==> src/common/ssmp_consts.svh <==
// Register map, field positions and reset values of the synchronous serial port
`ifndef SSMP_CONSTS_SVH
`define SSMP_CONSTS_SVH

`define SSMP_ADDR_W 8
`define SSMP_OFS_TX_STATUS 8'h00
`define SSMP_OFS_RX_STATUS 8'h04
`define SSMP_OFS_BAUD_CTRL 8'h08
`define SSMP_OFS_BAUD_LOW 8'h0C
`define SSMP_OFS_BAUD_HIGH 8'h10
`define SSMP_OFS_TX_DATA 8'h14
`define SSMP_OFS_RX_DATA 8'h18
`define SSMP_OFS_FLAGS 8'h1C

// Transmit status/control bits
`define SSMP_TX_MASTER 7
`define SSMP_TX_NINE 6
`define SSMP_TX_ENABLE 5
`define SSMP_TX_SYNC 4
`define SSMP_TX_HIGH_SPEED 2
`define SSMP_TX_SHIFT_EMPTY 1
`define SSMP_TX_NINTH_VALUE 0
// Receive status/control bits
`define SSMP_RX_PORT_ENABLE 7
`define SSMP_RX_NINE 6
`define SSMP_RX_SINGLE 5
`define SSMP_RX_CONT 4
`define SSMP_RX_OVERRUN 1
`define SSMP_RX_NINTH_VALUE 0
// Baud control bits
`define SSMP_BAUD_POLARITY 4
`define SSMP_BAUD_WIDE 3
// Flag register bits
`define SSMP_FLAG_RX_PENDING 1
`define SSMP_FLAG_TX_EMPTY 0

`define SSMP_RESET_BYTE 8'h00
`define SSMP_BITS_NARROW 4'h8
`define SSMP_BITS_WIDE 4'h9
`define SSMP_FIFO_FULL 2'h2
`define SSMP_FIFO_EMPTY 2'h0

`endif

==> src/common/ssmp_pkg.sv <==
// Types shared by the synchronous serial port
package ssmp_pkg;
   typedef struct packed {
      logic out;
      logic oe_n;
   } ssmp_pin_drive_type;

   typedef struct packed {
      logic ninth;
      logic [7:0] low;
   } ssmp_char_type;
endpackage : ssmp_pkg

==> src/core/ssmp_port.sv <==
// Synchronous serial port: APB registers, master clock, shift engines, receive FIFO
//
// Functional notes
// - Data line driver is off while receiving.
// - Reception starts when single or continuous receive enable is set.
// - Single receive: one character of clocks, then single enable self-clears.
// - Continuous receive: master clocks until software clears the enable or an overrun occurs.
// - Continuous enable cleared mid-character stops clock, drops partial character.
// - Both enables set: single clears after first character, continuous continues.
// - Data sampled on trailing clock edge into receive shift register.
// - Completed character enters two-entry FIFO; pending flag while unread data.
// - Receive data read returns low byte of oldest unread character.
// - Slave mode: clock line driver off, clock taken from outside.
// - Data changes on leading edge, one bit per clock cycle.
// - Third character with full FIFO sets overrun, FIFO kept intact.
// - While overrun, stored characters readable, no new characters accepted.
// - Overrun in single receive clears on receive data read.
// - Overrun in continuous receive clears on continuous or port enable clear.
// - Nine-bit receive shifts nine bits; ninth bit of oldest shown.
// - Master drives clock line with its driver enabled for send and receive.
// - Polarity set: idle high, data on falling edges; clear: opposite.
// - Written character waits until shifter finishes, then loads and shifts.
`timescale 1ns/1ps
`include "ssmp_consts.svh"

module ssmp_port
   import ssmp_pkg::*;
(
   input wire logic ref_clk,
   input wire logic reset_n,
   input wire logic psel,
   input wire logic penable,
   input wire logic pwrite,
   input wire logic [`SSMP_ADDR_W-1:0] paddr,
   input wire logic [31:0] pwdata,
   output logic [31:0] prdata,
   output logic pready,
   output logic pslverr,
   input wire logic clock_line_in,
   output ssmp_pin_drive_type clock_line_drive,
   input wire logic data_line_in,
   output ssmp_pin_drive_type data_line_drive
);

   function automatic logic addr_mapped(input logic [`SSMP_ADDR_W-1:0] a);
      case (a)
         `SSMP_OFS_TX_STATUS, `SSMP_OFS_RX_STATUS, `SSMP_OFS_BAUD_CTRL, `SSMP_OFS_BAUD_LOW,
         `SSMP_OFS_BAUD_HIGH, `SSMP_OFS_TX_DATA, `SSMP_OFS_RX_DATA, `SSMP_OFS_FLAGS: addr_mapped = 1'b1;
         default: addr_mapped = 1'b0;
      endcase
   endfunction : addr_mapped

   logic [7:0] transmit_status_control;
   logic [7:0] receive_status_control;
   logic [7:0] baud_control;
   logic [7:0] baud_divisor_low_byte;
   logic [7:0] baud_divisor_high_byte;
   logic overrun_error_flag;
   logic overrun_from_single;
   ssmp_char_type fifo_mem [2];
   logic fifo_rd_ptr;
   logic fifo_wr_ptr;
   logic [1:0] fifo_count;
   ssmp_char_type transmit_data;
   logic tx_hold_full;
   logic [8:0] transmit_shift_register;
   logic [3:0] tx_bits_left;
   logic tx_busy;
   logic [8:0] receive_shift_register;
   logic [3:0] rx_bit_index;
   logic [15:0] half_count;
   logic clk_active;
   logic data_out;
   logic clk_sync1, clk_sync2, clk_prev;
   logic data_sync1, data_sync2;

   // APB: one access cycle, read data captured during setup
   logic setup_phase, wr_access, rd_access;
   assign setup_phase = psel && !penable;
   assign wr_access = psel && penable && pwrite;
   assign rd_access = psel && penable && !pwrite;
   assign pready = 1'b1;
   assign pslverr = psel && penable && !addr_mapped(paddr);

   logic port_enable, single_receive_enable, continuous_receive_enable, clock_source_master;
   logic transmit_enable, clock_idle_polarity, receive_nine_bit_option, transmit_nine_bit_option;
   assign port_enable = receive_status_control[`SSMP_RX_PORT_ENABLE];
   assign single_receive_enable = receive_status_control[`SSMP_RX_SINGLE];
   assign continuous_receive_enable = receive_status_control[`SSMP_RX_CONT];
   assign receive_nine_bit_option = receive_status_control[`SSMP_RX_NINE];
   assign clock_source_master = transmit_status_control[`SSMP_TX_MASTER];
   assign transmit_enable = transmit_status_control[`SSMP_TX_ENABLE];
   assign transmit_nine_bit_option = transmit_status_control[`SSMP_TX_NINE];
   assign clock_idle_polarity = baud_control[`SSMP_BAUD_POLARITY];

   logic rx_mode, tx_mode, receive_pending_flag, transmit_buffer_empty_flag;
   assign rx_mode = port_enable && (single_receive_enable || continuous_receive_enable);
   assign tx_mode = port_enable && transmit_enable && !rx_mode;
   assign receive_pending_flag = fifo_count != `SSMP_FIFO_EMPTY;
   assign transmit_buffer_empty_flag = !tx_hold_full;

   logic rx_pop;
   assign rx_pop = rd_access && paddr == `SSMP_OFS_RX_DATA && receive_pending_flag;

   logic wr_tx_status, wr_rx_status, wr_tx_data;
   assign wr_tx_status = wr_access && paddr == `SSMP_OFS_TX_STATUS;
   assign wr_rx_status = wr_access && paddr == `SSMP_OFS_RX_STATUS;
   assign wr_tx_data = wr_access && paddr == `SSMP_OFS_TX_DATA;

   // Two-flop synchronisers on both line inputs
   always_ff @(posedge ref_clk or negedge reset_n) begin
      if (!reset_n) begin
         clk_sync1 <= 1'b0;
         clk_sync2 <= 1'b0;
         clk_prev <= 1'b0;
         data_sync1 <= 1'b0;
         data_sync2 <= 1'b0;
      end else begin
         clk_sync1 <= clock_line_in;
         clk_sync2 <= clk_sync1;
         clk_prev <= clk_sync2;
         data_sync1 <= data_line_in;
         data_sync2 <= data_sync1;
      end
   end

   // Master bit clock: one half period is divisor+1 system clocks
   logic [15:0] divisor;
   logic master_run, half_tick, lead_ev, trail_ev, slave_lead, slave_trail;
   assign divisor = baud_control[`SSMP_BAUD_WIDE] ? {baud_divisor_high_byte, baud_divisor_low_byte}
                                                 : {8'h00, baud_divisor_low_byte};
   assign master_run = port_enable && clock_source_master &&
                       ((tx_mode && tx_busy) || (rx_mode && !overrun_error_flag));
   assign half_tick = master_run && half_count == divisor;
   // Leading edge is the idle-to-active change; polarity only flips the pin level
   assign slave_lead = (clk_sync2 ^ clock_idle_polarity) && !(clk_prev ^ clock_idle_polarity);
   assign slave_trail = !(clk_sync2 ^ clock_idle_polarity) && (clk_prev ^ clock_idle_polarity);
   assign lead_ev = clock_source_master ? (half_tick && !clk_active) : (port_enable && slave_lead);
   assign trail_ev = clock_source_master ? (half_tick && clk_active) : (port_enable && slave_trail);

   always_ff @(posedge ref_clk or negedge reset_n) begin
      if (!reset_n) begin
         half_count <= 16'h0000;
         clk_active <= 1'b0;
      end else if (!master_run) begin
         half_count <= 16'h0000;
         clk_active <= 1'b0;
      end else if (half_tick) begin
         half_count <= 16'h0000;
         clk_active <= !clk_active;
      end else begin
         half_count <= half_count + 16'h0001;
      end
   end

   // Pin drivers; output enable is low while driving
   always_ff @(posedge ref_clk or negedge reset_n) begin
      if (!reset_n) begin
         clock_line_drive <= '{out: 1'b0, oe_n: 1'b1};
         data_line_drive <= '{out: 1'b0, oe_n: 1'b1};
      end else begin
         clock_line_drive.out <= clk_active ^ clock_idle_polarity;
         clock_line_drive.oe_n <= !(port_enable && clock_source_master && (transmit_enable || rx_mode));
         data_line_drive.out <= data_out;
         data_line_drive.oe_n <= !tx_mode;
      end
   end

   // Transmit holding register and shifter
   always_ff @(posedge ref_clk or negedge reset_n) begin
      if (!reset_n) begin
         transmit_data <= '0;
         tx_hold_full <= 1'b0;
         transmit_shift_register <= 9'h000;
         tx_bits_left <= 4'h0;
         tx_busy <= 1'b0;
         data_out <= 1'b0;
      end else if (!port_enable) begin
         tx_hold_full <= 1'b0;
         tx_busy <= 1'b0;
         tx_bits_left <= 4'h0;
      end else begin
         if (wr_tx_data) begin
            transmit_data <= '{ninth: transmit_status_control[`SSMP_TX_NINTH_VALUE], low: pwdata[7:0]};
            tx_hold_full <= 1'b1;
         end else if (tx_hold_full && !tx_busy && tx_mode) begin
            tx_hold_full <= 1'b0;
         end
         if (!tx_busy) begin
            if (tx_hold_full && tx_mode) begin
               transmit_shift_register <= {transmit_data.ninth, transmit_data.low};
               tx_bits_left <= transmit_nine_bit_option ? `SSMP_BITS_WIDE : `SSMP_BITS_NARROW;
               tx_busy <= 1'b1;
            end
         end else if (tx_mode && lead_ev) begin
            data_out <= transmit_shift_register[0];
            transmit_shift_register <= {1'b0, transmit_shift_register[8:1]};
         end else if (tx_mode && trail_ev) begin
            tx_bits_left <= tx_bits_left - 4'h1;
            if (tx_bits_left == 4'h1) begin
               tx_busy <= 1'b0;
            end
         end
      end
   end

   // Receive shifter
   logic [3:0] rx_bits;
   logic rx_sample, rx_done, rx_push;
   ssmp_char_type rx_char;
   assign rx_bits = receive_nine_bit_option ? `SSMP_BITS_WIDE : `SSMP_BITS_NARROW;
   assign rx_sample = rx_mode && trail_ev && !overrun_error_flag;
   assign rx_done = rx_sample && rx_bit_index == rx_bits - 4'h1;
   assign rx_push = rx_done && fifo_count != `SSMP_FIFO_FULL;
   always_comb begin
      rx_char = receive_shift_register;
      rx_char[rx_bit_index] = data_sync2;
      if (!receive_nine_bit_option) begin
         rx_char.ninth = 1'b0;
      end
   end

   always_ff @(posedge ref_clk or negedge reset_n) begin
      if (!reset_n) begin
         receive_shift_register <= 9'h000;
         rx_bit_index <= 4'h0;
      end else if (!rx_mode) begin
         receive_shift_register <= 9'h000;
         rx_bit_index <= 4'h0;
      end else if (rx_done) begin
         receive_shift_register <= 9'h000;
         rx_bit_index <= 4'h0;
      end else if (rx_sample) begin
         receive_shift_register[rx_bit_index] <= data_sync2;
         rx_bit_index <= rx_bit_index + 4'h1;
      end
   end

   // Two-entry receive FIFO; array declared with the other state, head also read through fifo_head
   always_ff @(posedge ref_clk or negedge reset_n) begin
      if (!reset_n) begin
         fifo_mem[0] <= '0;
         fifo_mem[1] <= '0;
         fifo_rd_ptr <= 1'b0;
         fifo_wr_ptr <= 1'b0;
         fifo_count <= `SSMP_FIFO_EMPTY;
      end else if (!port_enable) begin
         fifo_rd_ptr <= 1'b0;
         fifo_wr_ptr <= 1'b0;
         fifo_count <= `SSMP_FIFO_EMPTY;
      end else begin
         if (rx_push) begin
            fifo_mem[fifo_wr_ptr] <= rx_char;
            fifo_wr_ptr <= !fifo_wr_ptr;
         end
         if (rx_pop) begin
            fifo_rd_ptr <= !fifo_rd_ptr;
         end
         fifo_count <= fifo_count + {1'b0, rx_push} - {1'b0, rx_pop};
      end
   end

   // Overrun flag: the setting event wins over any clear in the same cycle
   always_ff @(posedge ref_clk or negedge reset_n) begin
      if (!reset_n) begin
         overrun_error_flag <= 1'b0;
         overrun_from_single <= 1'b0;
      end else if (rx_done && fifo_count == `SSMP_FIFO_FULL) begin
         overrun_error_flag <= 1'b1;
         overrun_from_single <= single_receive_enable && !continuous_receive_enable;
      end else if (!port_enable) begin
         overrun_error_flag <= 1'b0;
      end else if (overrun_from_single && rx_pop) begin
         overrun_error_flag <= 1'b0;
      end else if (!overrun_from_single && !continuous_receive_enable) begin
         overrun_error_flag <= 1'b0;
      end
   end

   // Control registers; hardware clears single receive after each finished character
   always_ff @(posedge ref_clk or negedge reset_n) begin
      if (!reset_n) begin
         receive_status_control <= `SSMP_RESET_BYTE;
      end else if (wr_rx_status) begin
         receive_status_control <= pwdata[7:0];
      end else if (rx_done) begin
         receive_status_control[`SSMP_RX_SINGLE] <= 1'b0;
      end
   end

   always_ff @(posedge ref_clk or negedge reset_n) begin
      if (!reset_n) begin
         transmit_status_control <= `SSMP_RESET_BYTE;
         baud_control <= `SSMP_RESET_BYTE;
         baud_divisor_low_byte <= `SSMP_RESET_BYTE;
         baud_divisor_high_byte <= `SSMP_RESET_BYTE;
      end else if (wr_access) begin
         if (wr_tx_status) transmit_status_control <= pwdata[7:0];
         if (paddr == `SSMP_OFS_BAUD_CTRL) baud_control <= pwdata[7:0];
         if (paddr == `SSMP_OFS_BAUD_LOW) baud_divisor_low_byte <= pwdata[7:0];
         if (paddr == `SSMP_OFS_BAUD_HIGH) baud_divisor_high_byte <= pwdata[7:0];
      end
   end

   // Read data is registered in the setup cycle and held through the access
   ssmp_char_type fifo_head;
   logic [7:0] tx_status_view, rx_status_view;
   assign fifo_head = fifo_mem[fifo_rd_ptr];
   always_comb begin
      tx_status_view = transmit_status_control;
      tx_status_view[`SSMP_TX_SHIFT_EMPTY] = !tx_busy;
      rx_status_view = receive_status_control;
      rx_status_view[`SSMP_RX_OVERRUN] = overrun_error_flag;
      rx_status_view[`SSMP_RX_NINTH_VALUE] = fifo_head.ninth;
   end

   always_ff @(posedge ref_clk or negedge reset_n) begin
      if (!reset_n) begin
         prdata <= 32'h00000000;
      end else if (setup_phase && !pwrite) begin
         case (paddr)
            `SSMP_OFS_TX_STATUS: prdata <= {24'h000000, tx_status_view};
            `SSMP_OFS_RX_STATUS: prdata <= {24'h000000, rx_status_view};
            `SSMP_OFS_BAUD_CTRL: prdata <= {24'h000000, baud_control};
            `SSMP_OFS_BAUD_LOW: prdata <= {24'h000000, baud_divisor_low_byte};
            `SSMP_OFS_BAUD_HIGH: prdata <= {24'h000000, baud_divisor_high_byte};
            `SSMP_OFS_TX_DATA: prdata <= {24'h000000, transmit_data.low};
            `SSMP_OFS_RX_DATA: prdata <= {24'h000000, fifo_head.low};
            `SSMP_OFS_FLAGS: prdata <= {30'h0, receive_pending_flag, transmit_buffer_empty_flag};
            default: prdata <= 32'h00000000;
         endcase
      end
   end
endmodule : ssmp_port

==> config.mk <==
export PLATFORM = sky130hd
export DESIGN_NAME = ssmp_port
export DESIGN_NICKNAME = d
export VERILOG_FILES = /design/src/common/ssmp_pkg.sv /design/src/core/ssmp_port.sv
export VERILOG_INCLUDE_DIRS = /design/src /design/src/common
export SDC_FILE = /design/constraint.sdc
export NUM_CORES = 1
export LEC_CHECK = 0
export ABC_AREA = 1
export BUFFER_PORTS_ARGS = -buffer_cell sky130_fd_sc_hd__buf_2
export CORE_AREA = 3 3 136 138
export DETAILED_ROUTE_END_ITERATION = 10
export DIE_AREA = 0 0 139 141
export PLACE_DENSITY = 0.6
export SETUP_SLACK_MARGIN = 0.5
export SYNTH_ARGS = -nofsm -noshare
export SYNTH_HDL_FRONTEND = slang
export SYNTH_SLANG_ARGS = --single-unit
==> constraint.sdc <==
create_clock -name ref_clk -period 6 [get_ports ref_clk]
set_input_delay 1.2 -clock ref_clk [delete_from_list [all_inputs] [get_ports ref_clk]]
set_output_delay 1.2 -clock ref_clk [all_outputs]
set_load 0.03 [all_outputs]
==> Word level (Yosys, flattened, before mapping) <==
Memories as Yosys holds them, arrays and structs flattened.
Index checks and enable logic that the tools add are counted.
{ "word_totals": {"n_memories": 1, "register_bits": 160, "output_inout_bits": 38, "in_bits": 47, "romBits": 32} }
{ "memory_table": {"columns": ["name", "depth", "word_bits", "read_ports", "rd_ports_with_merged_regs", "write_ports", "line", "source"], "rows": [
  ["(no name shown)", 32, 1, 1, 0, 0, "ssmp_port.sv:46", "case (a)"]
]} }
{ "op_classes": {"mux": 55, "n_reduce_logical": 74, "magnitude_cmp": 5, "eq_ne": 22, "bitwise_logic": 5, "n_addsub": 6} }
{ "op_table": {"columns": ["operator", "n"], "rows": [
  ["$mux 9", 10],
  ["$pmux 8 s8", 1],
  ["$mux 16", 3],
  ["$logic_and 1x1->1", 41],
  ["$eq 8x5->1 const B", 4],
  ["$mux 4", 8],
  ["$mux 1", 28],
  ["$bwmux 18", 1],
  ["$add 16x1->16 const B", 1],
  ["$eq 16x16->1", 1],
  ["$eq 8x4->1 const B", 2],
  ["$logic_not 1->1", 16],
  ["$reduce_and 2->1", 6],
  ["$bwmux 9", 1],
  ["$demux 9 s1", 1],
  ["$ne 3x1->1 const B", 3],
  ["$reduce_and 3->1", 3],
  ["$eq 8x3->1 const B", 1],
  ["$logic_not 8->1", 1],
  ["$ne 2x1->1 const B", 4],
  ["$sub 4x1->4 const B", 2],
  ["$reduce_bool 2->1", 3],
  ["$lt 4x5->1 const B", 1],
  ["$add 4x1->4 const B", 1],
  ["18 further kinds", 24]
]} }

==> Depth between registers and ports, before layout <==
{ "depth": {"ltp_word": 17, "depth_mapped": 16, "mapped_depth_nobuf": 14} }

==> Worst setup path before layout <==
OpenSTA, ideal clock, no wires.
{ "synth_path": {"kind": "in2reg", "from": "input port paddr[1]", "to": "register fifo_count[1]", "stages": 10, "path_slack_ns": 3.101, "setup_ns": 0.118, "arrival_ns": 2.781, "cell_sequence": "nor2_1 > inv_1 > nor3_1 > nand2_1 > nor4_1 > ha_1 > inv_1 > ha_1 > xor2_1 > nor2_1"} }
{ "synth_via": {"elab_chain_len": 5} }
{ "synth_lines": {"columns": ["item", "line", "source"], "rows": [
  ["start: declaration", "ssmp_port.sv:34", "input wire logic [`SSMP_ADDR_W-1:0] paddr,"],
  ["$eq 8x5->1", null, null],
  ["$logic_and 1x1->1 (no source line)", null, null],
  ["$logic_and 1x1->1", "ssmp_port.sv:103", "assign rx_pop = rd_access && paddr == `SSMP_OFS_RX_DATA && receive_pending_flag;"],
  ["$sub 2x1->2", "ssmp_port.sv:259", "fifo_count <= fifo_count + {1'b0, rx_push} - {1'b0, rx_pop};"],
  ["$mux 2", "ssmp_port.sv:247", "end else if (!port_enable) begin"],
  ["end signal: assignment", "ssmp_port.sv:246", "fifo_count <= `SSMP_FIFO_EMPTY;"],
  ["end signal: assignment", "ssmp_port.sv:250", "fifo_count <= `SSMP_FIFO_EMPTY;"],
  ["end signal: assignment", "ssmp_port.sv:259", null],
  ["end: declaration", "ssmp_port.sv:63", "logic [1:0] fifo_count;"]
]} }
Every way passes these cells.
A chain may end at the register's enable or synchronous reset.

==> Worst setup path in the final report <==
{ "layout_path": {"from": "register receive_status_control[7]", "to": "register fifo_count[1]"} }
{ "layout_via": {"elab_chain_len": 16, "word_cells_on_any_way": 20, "cone_classes": "add/sub (2); mux (2); reduce/logical (16)"} }
{ "layout_lines": {"columns": ["item", "line", "source"], "rows": [
  ["start: declaration", "ssmp_port.sv:54", "logic [7:0] receive_status_control;"],
  ["start signal: assignment", "ssmp_port.sv:283", "receive_status_control <= `SSMP_RESET_BYTE;"],
  ["start signal: assignment", "ssmp_port.sv:285", "receive_status_control <= pwdata[7:0];"],
  ["$logic_and 1x1->1", "ssmp_port.sv:97", "assign rx_mode = port_enable && (single_receive_enable || continuous_receive_enable);"],
  ["$logic_not 1->1", null, null],
  ["$logic_and 1x1->1", "ssmp_port.sv:98", "assign tx_mode = port_enable && transmit_enable && !rx_mode;"],
  ["$logic_and 1x1->1", "ssmp_port.sv:133", "((tx_mode && tx_busy) || (rx_mode && !overrun_error_flag));"],
  ["$logic_or 1x1->1", "ssmp_port.sv:133", null],
  ["$logic_and 1x1->1", "ssmp_port.sv:132", "assign master_run = port_enable && clock_source_master &&"],
  ["$logic_and 1x1->1", "ssmp_port.sv:134", "assign half_tick = master_run && half_count == divisor;"],
  ["$logic_and 1x1->1", "ssmp_port.sv:139", "assign trail_ev = clock_source_master ? (half_tick && clk_active) : (port_enable && slave_trail);"],
  ["$mux 1", "ssmp_port.sv:139", null],
  ["$logic_and 1x1->1 (2 in a row)", "ssmp_port.sv:212", "assign rx_sample = rx_mode && trail_ev && !overrun_error_flag;"],
  ["$logic_and 1x1->1", "ssmp_port.sv:213", "assign rx_done = rx_sample && rx_bit_index == rx_bits - 4'h1;"],
  ["$logic_and 1x1->1 (no source line)", null, null],
  ["$add 2x1->2", "ssmp_port.sv:259", null],
  ["$sub 2x1->2", "ssmp_port.sv:259", null],
  ["$mux 2 *", "ssmp_port.sv:247", null]
]} }
Every way passes the cells marked *; elsewhere a longest branch is shown, timed or not.

==> flow_metrics.env <==
export IMPL_status="finished, final reports clean"
export IMPL_h_tree_depth=4
export IMPL_seq_area_frac_synth_pct=48.11
export IMPL_fmaxAchievable_mhz=276.3
export IMPL_place_area_um2=7182
export IMPL_grt_max_degree=88
export IMPL_synth_edf_count=0
export IMPL_grt_setup_unrepaired="false"
export IMPL_drt_iter0_drc=456
export IMPL_ir_drop_uv=199.9
export IMPL_syn_avg_cell_area_um2=7.796
export IMPL_power_density_nw_per_um2=278.6
export IMPL_tns_ps=0
export IMPL_hold_viol=0
export IMPL_die_area_um2=19600
export IMPL_synthArstFlopShare_pct=100.0
export IMPL_antenna_found_initial=0
export IMPL_finClkSkew_ps=10.74
export IMPL_holdPathEnd="data_sync2"
export IMPL_overflow=0
export IMPL_start_util_pct=40.02
export IMPL_syn_inst=888
export IMPL_start_kind="flop"
export IMPL_layout_drive_gt1_share_pct=9.218
export IMPL_hold_class="flop to flop"
export IMPL_grt_usage_pct=18.27
export IMPL_final_nets=976
export IMPL_mostFrequentLayoutCell="nand2_1"
export IMPL_netlist_area_um2=6923
export IMPL_cts_resized_gates=0
export IMPL_worst_slew_pin_slew_ps=952.4
export IMPL_die_w_um=139
export IMPL_ant_nets=0
export IMPL_hold_depth=0
export IMPL_cp_max_fo=21
export IMPL_mostFrequentLayoutCells="282 x nand2_1, 131 x dfrtp_1, 103 x inv_1"
export IMPL_hpwl_mm=12.23
export IMPL_cts_hold_buf=0
export IMPL_cts_root_buf="clkbuf_16"
export IMPL_p_leak_uw=0.003954
export IMPL_finalWorstPathRequiredPeriod_ps=3620
export IMPL_slew_headroom_pct=36.32
export IMPL_clockBufferDepth=2
export IMPL_power_uw=2193
export IMPL_dieHeight_um=141
export IMPL_finalCritPeriodShare_pct=60.33
export IMPL_rrSetupSlack_ps=2380
export IMPL_synth_top_flop_cell="dfrtp_1"
export IMPL_clkTransAtPathRegs_ps=60
export IMPL_port_buffers=35
export IMPL_path_class="flop to flop"
export IMPL_maxCapViolCount=0
export IMPL_cts_made_buffers=17
export IMPL_reg2reg_to="fifo_count[1]"
export IMPL_drv_slew=0
export IMPL_yosys_warnings=0
export IMPL_ys_ff_latch=133
export IMPL_wl_mm=17.24
export IMPL_num_vias=5725
export IMPL_setup_violations=0
export IMPL_worstReg2RegStart="receive_status_control[7]"
export IMPL_io_pins=85
export IMPL_synth_cell_types=46
export IMPL_drc=0
export IMPL_worstSkewPairLatency_ps=430
export IMPL_area_delta_synth_final_pct=13.70
export IMPL_cts_tree="built"
export IMPL_via_per_inst=4.944
export IMPL_holdCritStartpoint="data_sync1"
export IMPL_first_pass_iters=6
export IMPL_fin_area_um2=7871
export IMPL_gp_congestion=0.8847
export IMPL_clock_sinks=133
export IMPL_grt_pass1_wl_mm=28.49
export IMPL_core_um2=17300
export IMPL_required_ps=6310
export IMPL_arrival_ps=3930
export IMPL_post_drt_wl_per_cell_um=14.89
export IMPL_fp_row_count=48
export IMPL_grt_pass1_vias=5360
export IMPL_n_antenna_cell=0
export IMPL_r2r_cells=12
export IMPL_cp_end_kind="flop"
export IMPL_cts_setup_buffers=0
export IMPL_nFillCells=1743
[cells by family after synthesis]
kind of cell               synth area share, %
AOI/OAI and AO/OA                        12.99
xor gates and xnor gates                 1.139
adders and majority gates                1.627
buffers and inverters                    10.23
DFF                                      48.11
muxes                                   0.1446
other                                   0.1085
and+or+nand+nor                          25.65
[state kept, by name (all words and copies together) (netlist names), 2 cells and up]
register and flops:
transmit_status_control 7, fifo_mem 18, fifo_count 2, tx_bits_left 4, baud_control 8, clock_line_drive 2, half_count 16, rx_bit_index 4
prdata 8, transmit_data 9, receive_shift_register 9, transmit_shift_register 9, receive_status_control 6, baud_divisor_low_byte 8, baud_divisor_high_byte 8, data_line_drive 2
[worst max-delay path, cell delays in order (launching register included)]
cell and delay, ps:
dfrtp_1 670, inv_2 200, nor2_2 190, nand2_1 90, a21oi_2 240, nand4_2 180, nand2_4 150, nand4_1 740
ha_1 620, inv_1 40, ha_1 180, xor2_1 140, nor2_1 50
[report_power, final]
group          switching [µW]  internal (µW)
Combinational            62.1           12.1
Sequential               5.61            903
Clock                     398            812
Total                     466           1730
[metal layers]
layer / part of all wire [%] / wire [µm] / GRT usage (%)
met5: 0 / 0 / 0
met2: 44 / 7620 / 27.69
met3: 5.5 / 948 / 3.664
met4: 2.3 / 395 / 6.540
met1: 48 / 8275 / 26.10
[final cells by class]
type                    count  area, µm²  area share (%)
flip-flops and latches    133       3331           42.31
multi-input cells         623       2970           37.74
clock buffers              20      466.7           5.929
inverters                 109      410.4           5.214
well taps                 225      281.5           3.577
clock inverters            12      222.7           2.829
repair buffers             36      188.9           2.400
[worst max path at each step]
stage | startpoint | endpoint | depth (start not counted)
final | receive_status_control[7] | fifo_count[1] | 12
after global routing | receive_status_control[7] | fifo_count[1] | 12
after CTS | receive_status_control[7] | fifo_count[1] | 12
after detailed placement | receive_status_control[7] | fifo_count[1] | 12
after global placement | receive_status_control[7] | fifo_count[1] | 12
after floorplan | paddr[1] | fifo_count[1] | 10
[stage by stage]
step / instances / util (%) / setup slack [ps] / hold WS [ps]
after global placement: 1126 / 41.52 / 2452 / 333.3
after global routing: 1158 / 45.51 / 2157 / 351.0
after detailed placement: 1126 / 41.52 / 2438 / 337.1
final: 1158 / 45.51 / 2380 / 348.3
after CTS: 1158 / 45.51 / 2414 / 349.4
after floorplan: 911 / - / 3101 / 331.2
[cell usage after synthesis, types with 2 or more instances]
master | instances | area share (%)
nand2_1 | 282 | 15
dfrtp_1 | 131 | 47
inv_1 | 103 | 5.6
o21ai_0 | 82 | 5.9
nand3_1 | 56 | 4.0
nor2_1 | 50 | 2.7
buf_4 | 26 | 2.8
a21oi_1 | 25 | 1.8
o21bai_1 | 19 | 2.1
clkbuf_1 | 12 | 0.65
ha_1 | 9 | 1.6
nor3_1 | 9 | 0.65
nand4_1 | 8 | 0.72
o22ai_1 | 6 | 0.54
xor2_1 | 6 | 0.76
a31oi_1 | 5 | 0.45
a221oi_1 | 4 | 0.51
buf_2 | 4 | 0.29
o211ai_1 | 4 | 0.43
o31ai_1 | 4 | 0.43
buf_6 | 3 | 0.49
clkinv_1 | 3 | 0.16
o21ai_1 | 3 | 0.22
xnor2_1 | 3 | 0.38
conb_1 | 2 | 0.11
dfstp_2 | 2 | 0.76
inv_2 | 2 | 0.11
nand2_2 | 2 | 0.18
nand3_2 | 2 | 0.29
nor2_2 | 2 | 0.18
nor3b_1 | 2 | 0.22
o2111ai_1 | 2 | 0.25
or2_2 | 2 | 0.18
(Power assumes the default switching activity.)
